$ cat src/inc/sfrx_consts.vh
// sfrx_consts.vh - constants for the sfr address extension and write guard block
// assumes an 8-bit sfr bus with a write strobe on the core clock and combinational read data
//
// Notes on behaviour
// - area select clear steers to standard area, set steers to mapped area; bit 0.
// - area select bit is never cleared by hardware.
// - bit 2 of system control zero is reserved read/write, returns last value.
// - bits 1, 7..3 of control zero and bit 3 of bank register read zero.
// - bank select field takes written page; read returns active page.
// - save slot number field bits 5..4 picks one of four slots.
// - manual operation loads written page directly, slot number ignored.
// - operation 10 saves old page to slot and loads new page.
// - operation 11 restores page from slot, written page ignored.
// - mode field disables guard only at 00; any other value enables it.
// - mode field changes only on password write with key 11000.
// - with guard enabled, key 10011 opens guarded writes.
// - with guard enabled, key 10101 closes guarded writes.
// - open and close keys never alter the mode field.
// - open window closes itself after at most 32 core clocks.
// - open key while open restarts the 32-cycle window.
// - guarded bits cannot be written while access is closed.
// - protection status bit 2 reads 0 when writable, 1 when locked.
// - any other key value has no effect.
// - control zero sits at 8F and is reachable in both areas.
`ifndef SFRX_CONSTS_VH
`define SFRX_CONSTS_VH

`define SFRX_ADDR_SYSTEM_CONTROL_ZERO    8'h8F
`define SFRX_ADDR_PASSWORD   8'hBB
`define SFRX_AREA_SEL_BIT    0
`define SFRX_RSVD_RW_BIT     2
`define SFRX_RSVD_RW_RESET   1'b1
`define SFRX_PAGE_LSB        0
`define SFRX_PAGE_MSB        2
`define SFRX_SLOT_LSB        4
`define SFRX_SLOT_MSB        5
`define SFRX_OP_LSB          6
`define SFRX_OP_MSB          7
`define SFRX_OP_SAVE         2'h2
`define SFRX_OP_RESTORE      2'h3
`define SFRX_MODE_LSB        0
`define SFRX_MODE_MSB        1
`define SFRX_STATUS_BIT      2
`define SFRX_KEY_LSB         3
`define SFRX_KEY_MSB         7
`define SFRX_KEY_MODE        5'h18
`define SFRX_KEY_OPEN        5'h13
`define SFRX_KEY_CLOSE       5'h15
`define SFRX_MODE_OFF        2'h0
`define SFRX_MODE_RESET      2'h3
`define SFRX_OPEN_CYCLES     6'h20
`define SFRX_WIN_W           6

`endif

$ cat src/hdl/sfrx_bank_select.v
// sfrx_bank_select.v - one module bank register with four write-only save slots
// assumes the caller decodes the address and gives a one-cycle write strobe
`timescale 1ns/1ps
`default_nettype none
`include "sfrx_consts.vh"

module sfrx_bank_select #(
  parameter PAGE_W = 3
) (
  // clock and reset
  input  wire              i_core_clk,
  input  wire              i_sys_rst,
  // write port
  input  wire              i_wr,
  input  wire [7:0]        i_wdata,
  // state out
  output wire [7:0]        o_rdata,
  output wire [PAGE_W-1:0] o_page
);

  reg  [PAGE_W-1:0] page_reg;
  reg  [PAGE_W-1:0] page_next;
  reg  [PAGE_W-1:0] slot_reg [0:3];
  wire [1:0]        op   = i_wdata[`SFRX_OP_MSB:`SFRX_OP_LSB];
  wire [1:0]        slot = i_wdata[`SFRX_SLOT_MSB:`SFRX_SLOT_LSB];
  wire [PAGE_W-1:0] wpage = i_wdata[`SFRX_PAGE_LSB+PAGE_W-1:`SFRX_PAGE_LSB];
  genvar g;

  always @* begin
    page_next = page_reg;
    if (i_wr) begin
      if (op == `SFRX_OP_RESTORE)
        page_next = slot_reg[slot];
      else
        page_next = wpage;
    end
  end

  always @(posedge i_core_clk) begin
    if (i_sys_rst)
      page_reg <= {PAGE_W{1'b0}};
    else
      page_reg <= page_next;
  end

  // slots are written only on a save, so they keep the page seen before the write
  generate
    for (g = 0; g < 4; g = g + 1) begin : g_slot
      always @(posedge i_core_clk) begin
        if (i_sys_rst)
          slot_reg[g] <= {PAGE_W{1'b0}};
        else if (i_wr && op == `SFRX_OP_SAVE && slot == g)
          slot_reg[g] <= page_reg;
      end
    end
  endgenerate

  assign o_page  = page_reg;
  assign o_rdata = {{(8-PAGE_W){1'b0}}, page_reg};

endmodule
`default_nettype wire

$ cat src/hdl/sfrx_top.v
// sfrx_top.v - sfr area select, module bank registers and guarded control bits
// assumes a cpu sfr port: address, write strobe, write data, combinational read data
`timescale 1ns/1ps
`default_nettype none
`include "sfrx_consts.vh"

module sfrx_top #(
  parameter N_BANKS = 4,
  parameter PAGE_W  = 3,
  parameter [8*N_BANKS-1:0] BANK_ADDRS = 32'hB1B2B3B4,
  parameter [7:0] GUARD_ADDR = 8'hBA
) (
  // clock and reset
  input  wire                      i_core_clk,
  input  wire                      i_sys_rst,
  // sfr port
  input  wire [7:0]                i_sfr_addr,
  input  wire                      i_sfr_wr,
  input  wire [7:0]                i_sfr_wdata,
  output reg  [7:0]                o_sfr_rdata,
  output wire                      o_sfr_hit,
  // area and pages
  output wire                      o_sfr_area_select,
  output wire [N_BANKS*PAGE_W-1:0] o_bank_pages,
  // guarded bits
  output wire [2:0]                o_clock_divider_setting,
  output wire                      o_watchdog_enable_bit,
  output wire                      o_power_down_request,
  output wire                      o_slow_down_request,
  output wire                      o_guard_locked
);

  reg        area_reg;
  reg        rsvd_reg;
  reg  [5:0] guarded_reg;
  wire       hit_ctl   = (i_sfr_addr == `SFRX_ADDR_SYSTEM_CONTROL_ZERO);
  wire       hit_pw    = (i_sfr_addr == `SFRX_ADDR_PASSWORD);
  wire       hit_guard = (i_sfr_addr == GUARD_ADDR);
  wire [7:0] pw_rdata;
  wire [8*N_BANKS-1:0] bank_rdata;
  wire [N_BANKS-1:0]   bank_hit;
  integer k;
  genvar g;

  // control zero answers in either area, so area select can always be undone
  always @(posedge i_core_clk) begin
    if (i_sys_rst) begin
      area_reg <= 1'b0;
      rsvd_reg <= `SFRX_RSVD_RW_RESET;
    end else if (i_sfr_wr && hit_ctl) begin
      area_reg <= i_sfr_wdata[`SFRX_AREA_SEL_BIT];
      rsvd_reg <= i_sfr_wdata[`SFRX_RSVD_RW_BIT];
    end
  end
  assign o_sfr_area_select = area_reg;

  generate
    for (g = 0; g < N_BANKS; g = g + 1) begin : g_bank
      assign bank_hit[g] = (i_sfr_addr == BANK_ADDRS[8*g+7:8*g]);
      sfrx_bank_select #(
        .PAGE_W (PAGE_W)
      ) u_bank (
        .i_core_clk (i_core_clk),
        .i_sys_rst  (i_sys_rst),
        .i_wr       (i_sfr_wr && bank_hit[g]),
        .i_wdata    (i_sfr_wdata),
        .o_rdata    (bank_rdata[8*g+7:8*g]),
        .o_page     (o_bank_pages[PAGE_W*g+PAGE_W-1:PAGE_W*g])
      );
    end
  endgenerate

  sfrx_write_guard u_guard (
    .i_core_clk (i_core_clk),
    .i_sys_rst  (i_sys_rst),
    .i_wr       (i_sfr_wr && hit_pw),
    .i_wdata    (i_sfr_wdata),
    .o_rdata    (pw_rdata),
    .o_locked   (o_guard_locked)
  );

  // guarded bits: [2:0] divider, [3] watchdog, [4] power down, [5] slow down
  always @(posedge i_core_clk) begin
    if (i_sys_rst)
      guarded_reg <= 6'h00;
    else if (i_sfr_wr && hit_guard && !o_guard_locked)
      guarded_reg <= i_sfr_wdata[5:0];
  end
  assign o_clock_divider_setting = guarded_reg[2:0];
  assign o_watchdog_enable_bit   = guarded_reg[3];
  assign o_power_down_request    = guarded_reg[4];
  assign o_slow_down_request     = guarded_reg[5];

  assign o_sfr_hit = hit_ctl | hit_pw | hit_guard | (|bank_hit);

  always @* begin
    o_sfr_rdata = 8'h00;
    if (hit_ctl)
      o_sfr_rdata = {5'h00, rsvd_reg, 1'b0, area_reg};
    else if (hit_pw)
      o_sfr_rdata = pw_rdata;
    else if (hit_guard)
      o_sfr_rdata = {2'h0, guarded_reg};
    for (k = 0; k < N_BANKS; k = k + 1) begin
      if (bank_hit[k])
        o_sfr_rdata = bank_rdata[8*k +: 8];
    end
  end

endmodule
`default_nettype wire

$ cat src/hdl/sfrx_write_guard.v
// sfrx_write_guard.v - password register, guard mode and 32-cycle open window
// assumes a one-cycle write strobe on the core clock
`timescale 1ns/1ps
`default_nettype none
`include "sfrx_consts.vh"

module sfrx_write_guard (
  // clock and reset
  input  wire       i_core_clk,
  input  wire       i_sys_rst,
  // write port
  input  wire       i_wr,
  input  wire [7:0] i_wdata,
  // state out
  output wire [7:0] o_rdata,
  output wire       o_locked
);

  localparam [`SFRX_WIN_W-1:0] WIN_LOAD = `SFRX_OPEN_CYCLES;

  reg  [1:0]             mode_reg;
  reg  [`SFRX_WIN_W-1:0] win_reg;
  wire [4:0]             key = i_wdata[`SFRX_KEY_MSB:`SFRX_KEY_LSB];
  wire                   enabled = (mode_reg != `SFRX_MODE_OFF);

  always @(posedge i_core_clk) begin
    if (i_sys_rst)
      mode_reg <= `SFRX_MODE_RESET;
    else if (i_wr && key == `SFRX_KEY_MODE)
      mode_reg <= i_wdata[`SFRX_MODE_MSB:`SFRX_MODE_LSB];
  end

  // the window counts the cycles left open; zero means closed
  always @(posedge i_core_clk) begin
    if (i_sys_rst)
      win_reg <= {`SFRX_WIN_W{1'b0}};
    else if (i_wr && enabled && key == `SFRX_KEY_OPEN)
      win_reg <= WIN_LOAD;
    else if (i_wr && enabled && key == `SFRX_KEY_CLOSE)
      win_reg <= {`SFRX_WIN_W{1'b0}};
    else if (win_reg != {`SFRX_WIN_W{1'b0}})
      win_reg <= win_reg - 1'b1;
  end

  assign o_locked = enabled && (win_reg == {`SFRX_WIN_W{1'b0}});
  assign o_rdata  = {5'h00, o_locked, mode_reg};

endmodule
`default_nettype wire

$ cat config.mk
export PLATFORM = sky130hd
export DESIGN_NAME = sfrx_top
export DESIGN_NICKNAME = d
export VERILOG_FILES = /design/src/hdl/sfrx_bank_select.v /design/src/hdl/sfrx_top.v /design/src/hdl/sfrx_write_guard.v
export VERILOG_INCLUDE_DIRS = /design/src /design/src/inc
export SDC_FILE = /design/constraint.sdc
export NUM_CORES = 1
export LEC_CHECK = 0
export BUFFER_PORTS_ARGS = -buffer_cell sky130_fd_sc_hd__buf_2
export CAP_MARGIN = 40
export CORE_MARGIN = 2
export CORE_UTILIZATION = 62
export DETAILED_ROUTE_END_ITERATION = 10
export GPL_ROUTABILITY_DRIVEN = 0
export PLACE_DENSITY = 0.81
export SYNTH_ARGS = -nofsm -noshare
export SYNTH_HDL_FRONTEND = slang
export SYNTH_SLANG_ARGS = --single-unit
export TNS_END_PERCENT = 10
$ cat constraint.sdc
create_clock -name i_core_clk -period 4.9 [get_ports i_core_clk]
set_input_delay 0.49 -clock i_core_clk [delete_from_list [all_inputs] [get_ports i_core_clk]]
set_output_delay 0.49 -clock i_core_clk [all_outputs]
set_load 0.1 [all_outputs]
==> reports/qor.yml, run 1 <==
layout:
  nets: 424
  area_growth_pct: 9.920
  largest_reg_flops: 48
  utilization: 0.7128
  fillers: 427
  drive_gt1_frac: 0.2083
  diodes: 0
sta:
  setup_viol: 0
  grt_setup_unrepaired: "no"
  slew_headroom: 0.4210
  finClkSkew_ns: 0.007733
  setup_tns_ns: 0
  fmax_mhz: 335.3
  hold_viol: 0
  report.final.slew_viol_count: 0
  finalCriticalPeriod_ns: 2.982
  min_period_over_period: 0.6086
  tightest_slew_ns: 0.8685
power:
  irDropWorstVdd_uv: 313.5
  p_per_area_nw_per_um2: 355.7
  power_leakage_nw: 1.649
detailed_routing:
  route.detailed.vias_per_inst: 6.470
  ant_nets: 0
  dr.pass1.iters: 5
  drt-initial-drc-count: 440
  vias: 3125
  wl_per_cell_um: 19.26
  wl_mm: 9.301
  drc: 0
clock_network:
  cts_resized: 0
  cts_buffers: 9
  root_buffer: "clkbuf_8"
  cts_tree: "built"
  clk_pin_slew_ns: 0.08
  worstSkewPairLatency_ns: 0.36
  clock-sinks: 76
  cts_setup_buffers: 0
  ctsHoldBuffers: 0
  htreeDepth: 3
  clock_path_buffers: 2
grt:
  grt_use_met2: 0.4333
  grt_usage: 0.2737
  grt_pass1_vias: 2940
  busiest_layer: "met2"
  use_met1: 0.3811
  grt_max_degree: 48
  grt_overflow_total: 0
  grt_pass1_wl_mm: 14.81
  use_met3: 0.05268
  antenna_found_initial: 0
run:
  max_cap_violations: 0
critical_path:
  start_kind: "flop"
  required_ns: 4.41
  endpoint_kind: "output pin"
  crit_fanout: 7
  path_cells: "inv_1 -> ha_1 -> nand3b_4 -> or4_1 -> a31oi_1 -> a221o_1 -> buf_2"
  critPathMaxStageDelay_ns: 0.55
  crit_path_top_delay_cell: "or4_1"
  cp_data_arrival_time_ns: 2.49
  criticalPathCategory: "flop to output pin"
yosys:
  syn_inst: 372
  yosysWarnings: 0
  synthFlopType: "edfxtp_1"
  yosysSeqAreaShare: 0.5153
  synth.distinct_cells: 52
  synth_area_um2: 3885
  postSynthAreaPerCell_um2: 10.44
  ys_ff_latch: 76
  synthArstFlopShare: 0
  synth_enable_flop_cells: 48
die:
  ios: 48
  coreArea_um2: 5991
  die_h_um: 83.16
  dieArea_um2: 6916
  initial_core_util: 0.6485
  die_w_um: 83.16
  num_rows: 28
placed_design:
  hpwl_mm: 6.569
  port_buffers: 45
min_path:
  hold_class: "input port to flop"
status:
  outcome: "finished clean"
[layer usage]
layer  vias up  wire, um  part of all wire
li1       1413         -                 -
met1      1509      3863              0.42
met2       189      4417              0.47
met3        14       905             0.097
met4         0       114             0.012
met5         -         0                 0
[power breakdown]
part           total (W)  internal [W]  switching [W]
sequential      0.000745      0.000715      0.0000304
combinational   0.000327      0.000116       0.000211
clock           0.000446      0.000201       0.000245
[cells in the final DEF, fill, tap and decap left out, types with 8 or more instances in the layout]
| cell type | Yosys | layout |
|---|---|---|
| a21o_1 | 15 | 15 |
| a311oi_1 | 9 | 9 |
| and3_1 | 8 | 8 |
| buf_2 | 3 | 45 |
| clkbuf_8 | 0 | 10 |
| dfxtp_1 | 28 | 28 |
| edfxtp_1 | 48 | 48 |
| inv_1 | 8 | 8 |
| mux2i_1 | 8 | 8 |
| mux4_2 | 12 | 12 |
| nand2_1 | 34 | 34 |
| nand3_1 | 17 | 17 |
| nor2_1 | 78 | 78 |
| nor2b_1 | 9 | 9 |
| o21ai_0 | 8 | 8 |
[area by class of cell]
class	instances	area, um^2	area share
Tap cell	75	93.84	0.02197
Inverter	8	30.03	0.007032
Clock inverter	6	46.29	0.01084
Multi-Input combinational cell	263	1735	0.4064
Sequential cell	76	2002	0.4688
Timing Repair Buffer	45	225.2	0.05274
Clock buffer	10	137.6	0.03223
[path summary, 6_finish.rpt]
kind	startpoint	endpoint	slack, ns	cells past startpoint
worst max register to register	u_guard.win_reg[0]	guarded_reg[5]	3.26	6
worst max-delay path	u_guard.win_reg[1]	o_sfr_rdata[2]	1.92	7
worst min register to register	rsvd_reg	rsvd_reg	0.50	1
worst min-delay path	i_sfr_wdata[1]	u_guard.mode_reg[1]	0.39	2
[synth_stat cells, types with 2 or more instances]
master,instances,area share
dfxtp_1,28,0.14
mux2i_1,8,0.021
a22oi_1,2,0.0039
inv_1,8,0.0077
nand2_1,34,0.033
a21oi_1,5,0.0064
o22ai_1,2,0.0032
nand3b_1,2,0.0039
nor4_1,2,0.0032
buf_4,5,0.0097
mux4_2,12,0.070
clkbuf_1,16,0.015
and3_1,8,0.013
xnor2_1,3,0.0068
nor3_4,3,0.013
nand3_1,17,0.022
a31o_2,4,0.0090
and4bb_2,3,0.0097
a211o_1,4,0.0090
or3_1,2,0.0032
edfxtp_1,48,0.37
nor2b_1,9,0.014
nand2b_1,4,0.0064
buf_2,3,0.0039
and2_1,5,0.0081
ha_1,2,0.0064
a21o_1,15,0.029
nor2_1,78,0.075
o21ai_0,8,0.010
nor3_1,2,0.0026
a311oi_1,9,0.020
[kinds of logic (layout without fill, tap and decap cells)]
group	after synthesis	after routing	synth area share
and+or+nand+nor	176	176	0.2264
DFF	76	76	0.5153
AOI/OAI and AO/OA	59	59	0.1127
buffers and inverters	34	69	0.03897
muxes	20	20	0.09018
xor gates and xnor gates	4	4	0.009019
adders and majority gates	2	2	0.006440
other	1	2	0.0009653
[per-stage QoR]
stage,hold WS [ns],cells,power (W),area (um^2),setup slack (ns)
final,0.3922,483,0.001519,4270,1.918
after global routing,0.3913,483,0.001575,4270,1.795
after global placement,0.4754,467,0.001068,4086,2.144
after floorplan,0.4299,373,0.001017,3889,1.406
after detailed placement,0.4758,467,0.001083,4086,2.098
after CTS,0.3762,483,0.001516,4270,1.914
[critical path, delay by kind of cell (launching register included)]
family,cells,cell delay (ns)
buffers and inverters,2,0.53
flip-flops,1,0.34
AO/OA/AOI/OAI,2,0.35
AND/OR/NAND/NOR,2,0.69
adder cells (fa/ha/maj),1,0.22
(Power assumes the default switching activity.)
==> run 2, diff against run 1 <==
CORE_UTILIZATION = 58   (was 62)
PLACE_DENSITY = 0.77   (was 0.81)
clock period = 2.99 ns   (was 4.9 ns; I/O delays follow)
==> reports/qor.yml, run 2 (same netlist as run 1, synthesis figures left out) <==
status:
  outcome: "complete, but fails checks"
  violations: "DRC"
detailed_routing:
  drt-initial-drc-count: 241  # -45%
  route.detailed.vias_per_inst: 6.254  # -3.3%
  drc: 6  # +6
  dr.pass1.iters: 8  # +3
  wl_mm: 9.233  # -0.73%
  wl_per_cell_um: 18.88  # -1.9%
  ant_nets: 0  # unchanged
  vias: 3058  # -2.1%
layout:
  drive_gt1_frac: 0.2160  # +0.007686
  layout_common_cells: "78 x nor2_1, 48 x edfxtp_1, 45 x buf_2"
  nets: 428  # +0.94%
  area_growth_pct: 11.95
  stdcell_count: 489  # +1.2%
  largest_reg_flops: 48  # unchanged
  layout_commonest_cell: "nor2_1"
  diodes: 0  # unchanged
  utilization: 0.6772  # -0.03564
grt:
  grt_usage: 0.2659  # -0.007815
  grt_pass1_vias: 2982  # +1.4%
  grt_max_degree: 28  # -42%
  grt_overflow_total: 0  # unchanged
  antenna_found_initial: 0  # unchanged
  grt_pass1_wl_mm: 14.81  # about the same
clock_network:
  worstSkewPairLatency_ns: 0.35  # about the same
  cts_tree: "built"
  cts_setup_buffers: 0  # unchanged
  cts_resized: 0  # unchanged
  clock-sinks: 76  # unchanged
  clock_path_buffers: 2  # unchanged
  htreeDepth: 3  # unchanged
  root_buffer: "clkbuf_8"
  ctsHoldBuffers: 0  # unchanged
  cts_buffers: 9  # unchanged
  clk_pin_slew_ns: 0.09  # about the same
placed_design:
  dp_slack_ns: 0.5660  # -1.532 ns
  dp_cells: 473  # +1.3%
  hpwl_mm: 6.716  # +2.2%
  port_buffers: 45  # unchanged
critical_path:
  criticalPathCategory: "flop to output pin"
  r2r_cells: 6  # unchanged
  crit_buf_inv: 2  # unchanged
  crit_path_top_delay_cell: "or4_1"
  crit_fanout: 7  # unchanged
  start_kind: "flop"
  cp_data_arrival_time_ns: 2.45  # -0.04 ns
  critPathMaxStageDelay_ns: 0.53  # -0.02 ns
  path_cells: "inv_1 -> ha_1 -> nand3b_4 -> or4_1 -> a31oi_1 -> a221o_1 -> buf_2"
  cp_num_cells: 7  # unchanged
  critical-path-top-delay-family: "simple AND/OR/NAND/NOR gates"
  required_ns: 2.69  # -1.72 ns
  reg2reg_slack_ns: 1.39  # -1.87 ns
  endpoint_kind: "output pin"
sta:
  finClkSkew_ns: 0.006533  # -0.001200 ns
  fmax_mhz: 363.3
  min_period_over_period: 0.9207
  setup_viol: 0  # unchanged
  report.final.slew_viol_count: 0  # unchanged
  grt_setup_unrepaired: "no"
  slew_headroom: 0.5708  # +0.1498
  hold_viol: 0  # unchanged
  worst_hold_slack_ns: 0.1916  # -0.2006 ns
  finalCriticalPeriod_ns: 2.753
  fin_ws_ns: 0.2372  # -1.680 ns
  tightest_slew_ns: 0.6438  # -0.2247 ns
die:
  ios: 48  # unchanged
  coreArea_um2: 6422  # +7.2%
  dieArea_um2: 7369  # +6.5%
  num_rows: 29  # +3.6%
  initial_core_util: 0.6049  # -0.04359
  die_h_um: 85.84  # +3.2%
  die_w_um: 85.84  # +3.2%
power:
  finalPower_w: 0.002637  # +74%
  p_per_area_nw_per_um2: 606.4  # +71%
  power_leakage_nw: 1.688  # +2.3%
  irDropWorstVdd_uv: 369.8  # +18%
min_path:
  hold_class: "input port to flop"
  hold_path_depth: 2  # unchanged
run:
  max_cap_violations: 0  # unchanged
## run 2: cell count changes in the layout (fill, tap and decap cells not counted), sizes merged
| cell | change |
|---|---|
| clkbuf | -1 |
| buf | +4 |
| bufinv | +2 |
| clkinv | -1 |
## run 2: worst paths after layout
check | start | to
hold / removal | i_sfr_wdata[1] | u_guard.mode_reg[1]
setup / recovery | u_guard.win_reg[0] | o_sfr_rdata[2]
hold reg to reg | rsvd_reg | rsvd_reg
setup reg to reg | u_guard.win_reg[0] | guarded_reg[2]
## run 2: area by class of cell
| type | count | area [um^2] |
|---|---|---|
| Timing Repair Buffer | 49 | 255.2 |
| Clock inverter | 7 | 98.84 |
| Clock buffer | 9 | 123.9 |
| Fill cell | 515 | 2073 |
| Tap cell | 77 | 96.34 |
| Sequential cell | 76 | 2002 |
| Inverter | 8 | 30.03 |
| Multi-Input combinational cell | 263 | 1743 |
## run 2: power breakdown
| group | internal (W) | switching (W) |
|---|---|---|
| logic | 0.000193 | 0.000336 |
| registers | 0.00117 | 0.0000481 |
| clock network | 0.000476 | 0.000412 |
## run 2: metal layers
metal,vias to the layer above,routed length (um),part of all wire,global-route usage
met5,-,0,0,0
met1,1469,3996,0.43,0.3662
met4,0,210,0.023,0.1010
met2,151,4377,0.47,0.4219
met3,18,649,0.070,0.05101
li1,1420,-,-,-
## run 2: metrics by stage
stage                     area (um^2)  TNS, ns
after global placement           4126        0
after detailed placement         4126        0
after CTS                        4349        0
after global routing             4349        0
final                            4349        0
after floorplan                  3896  -0.2955
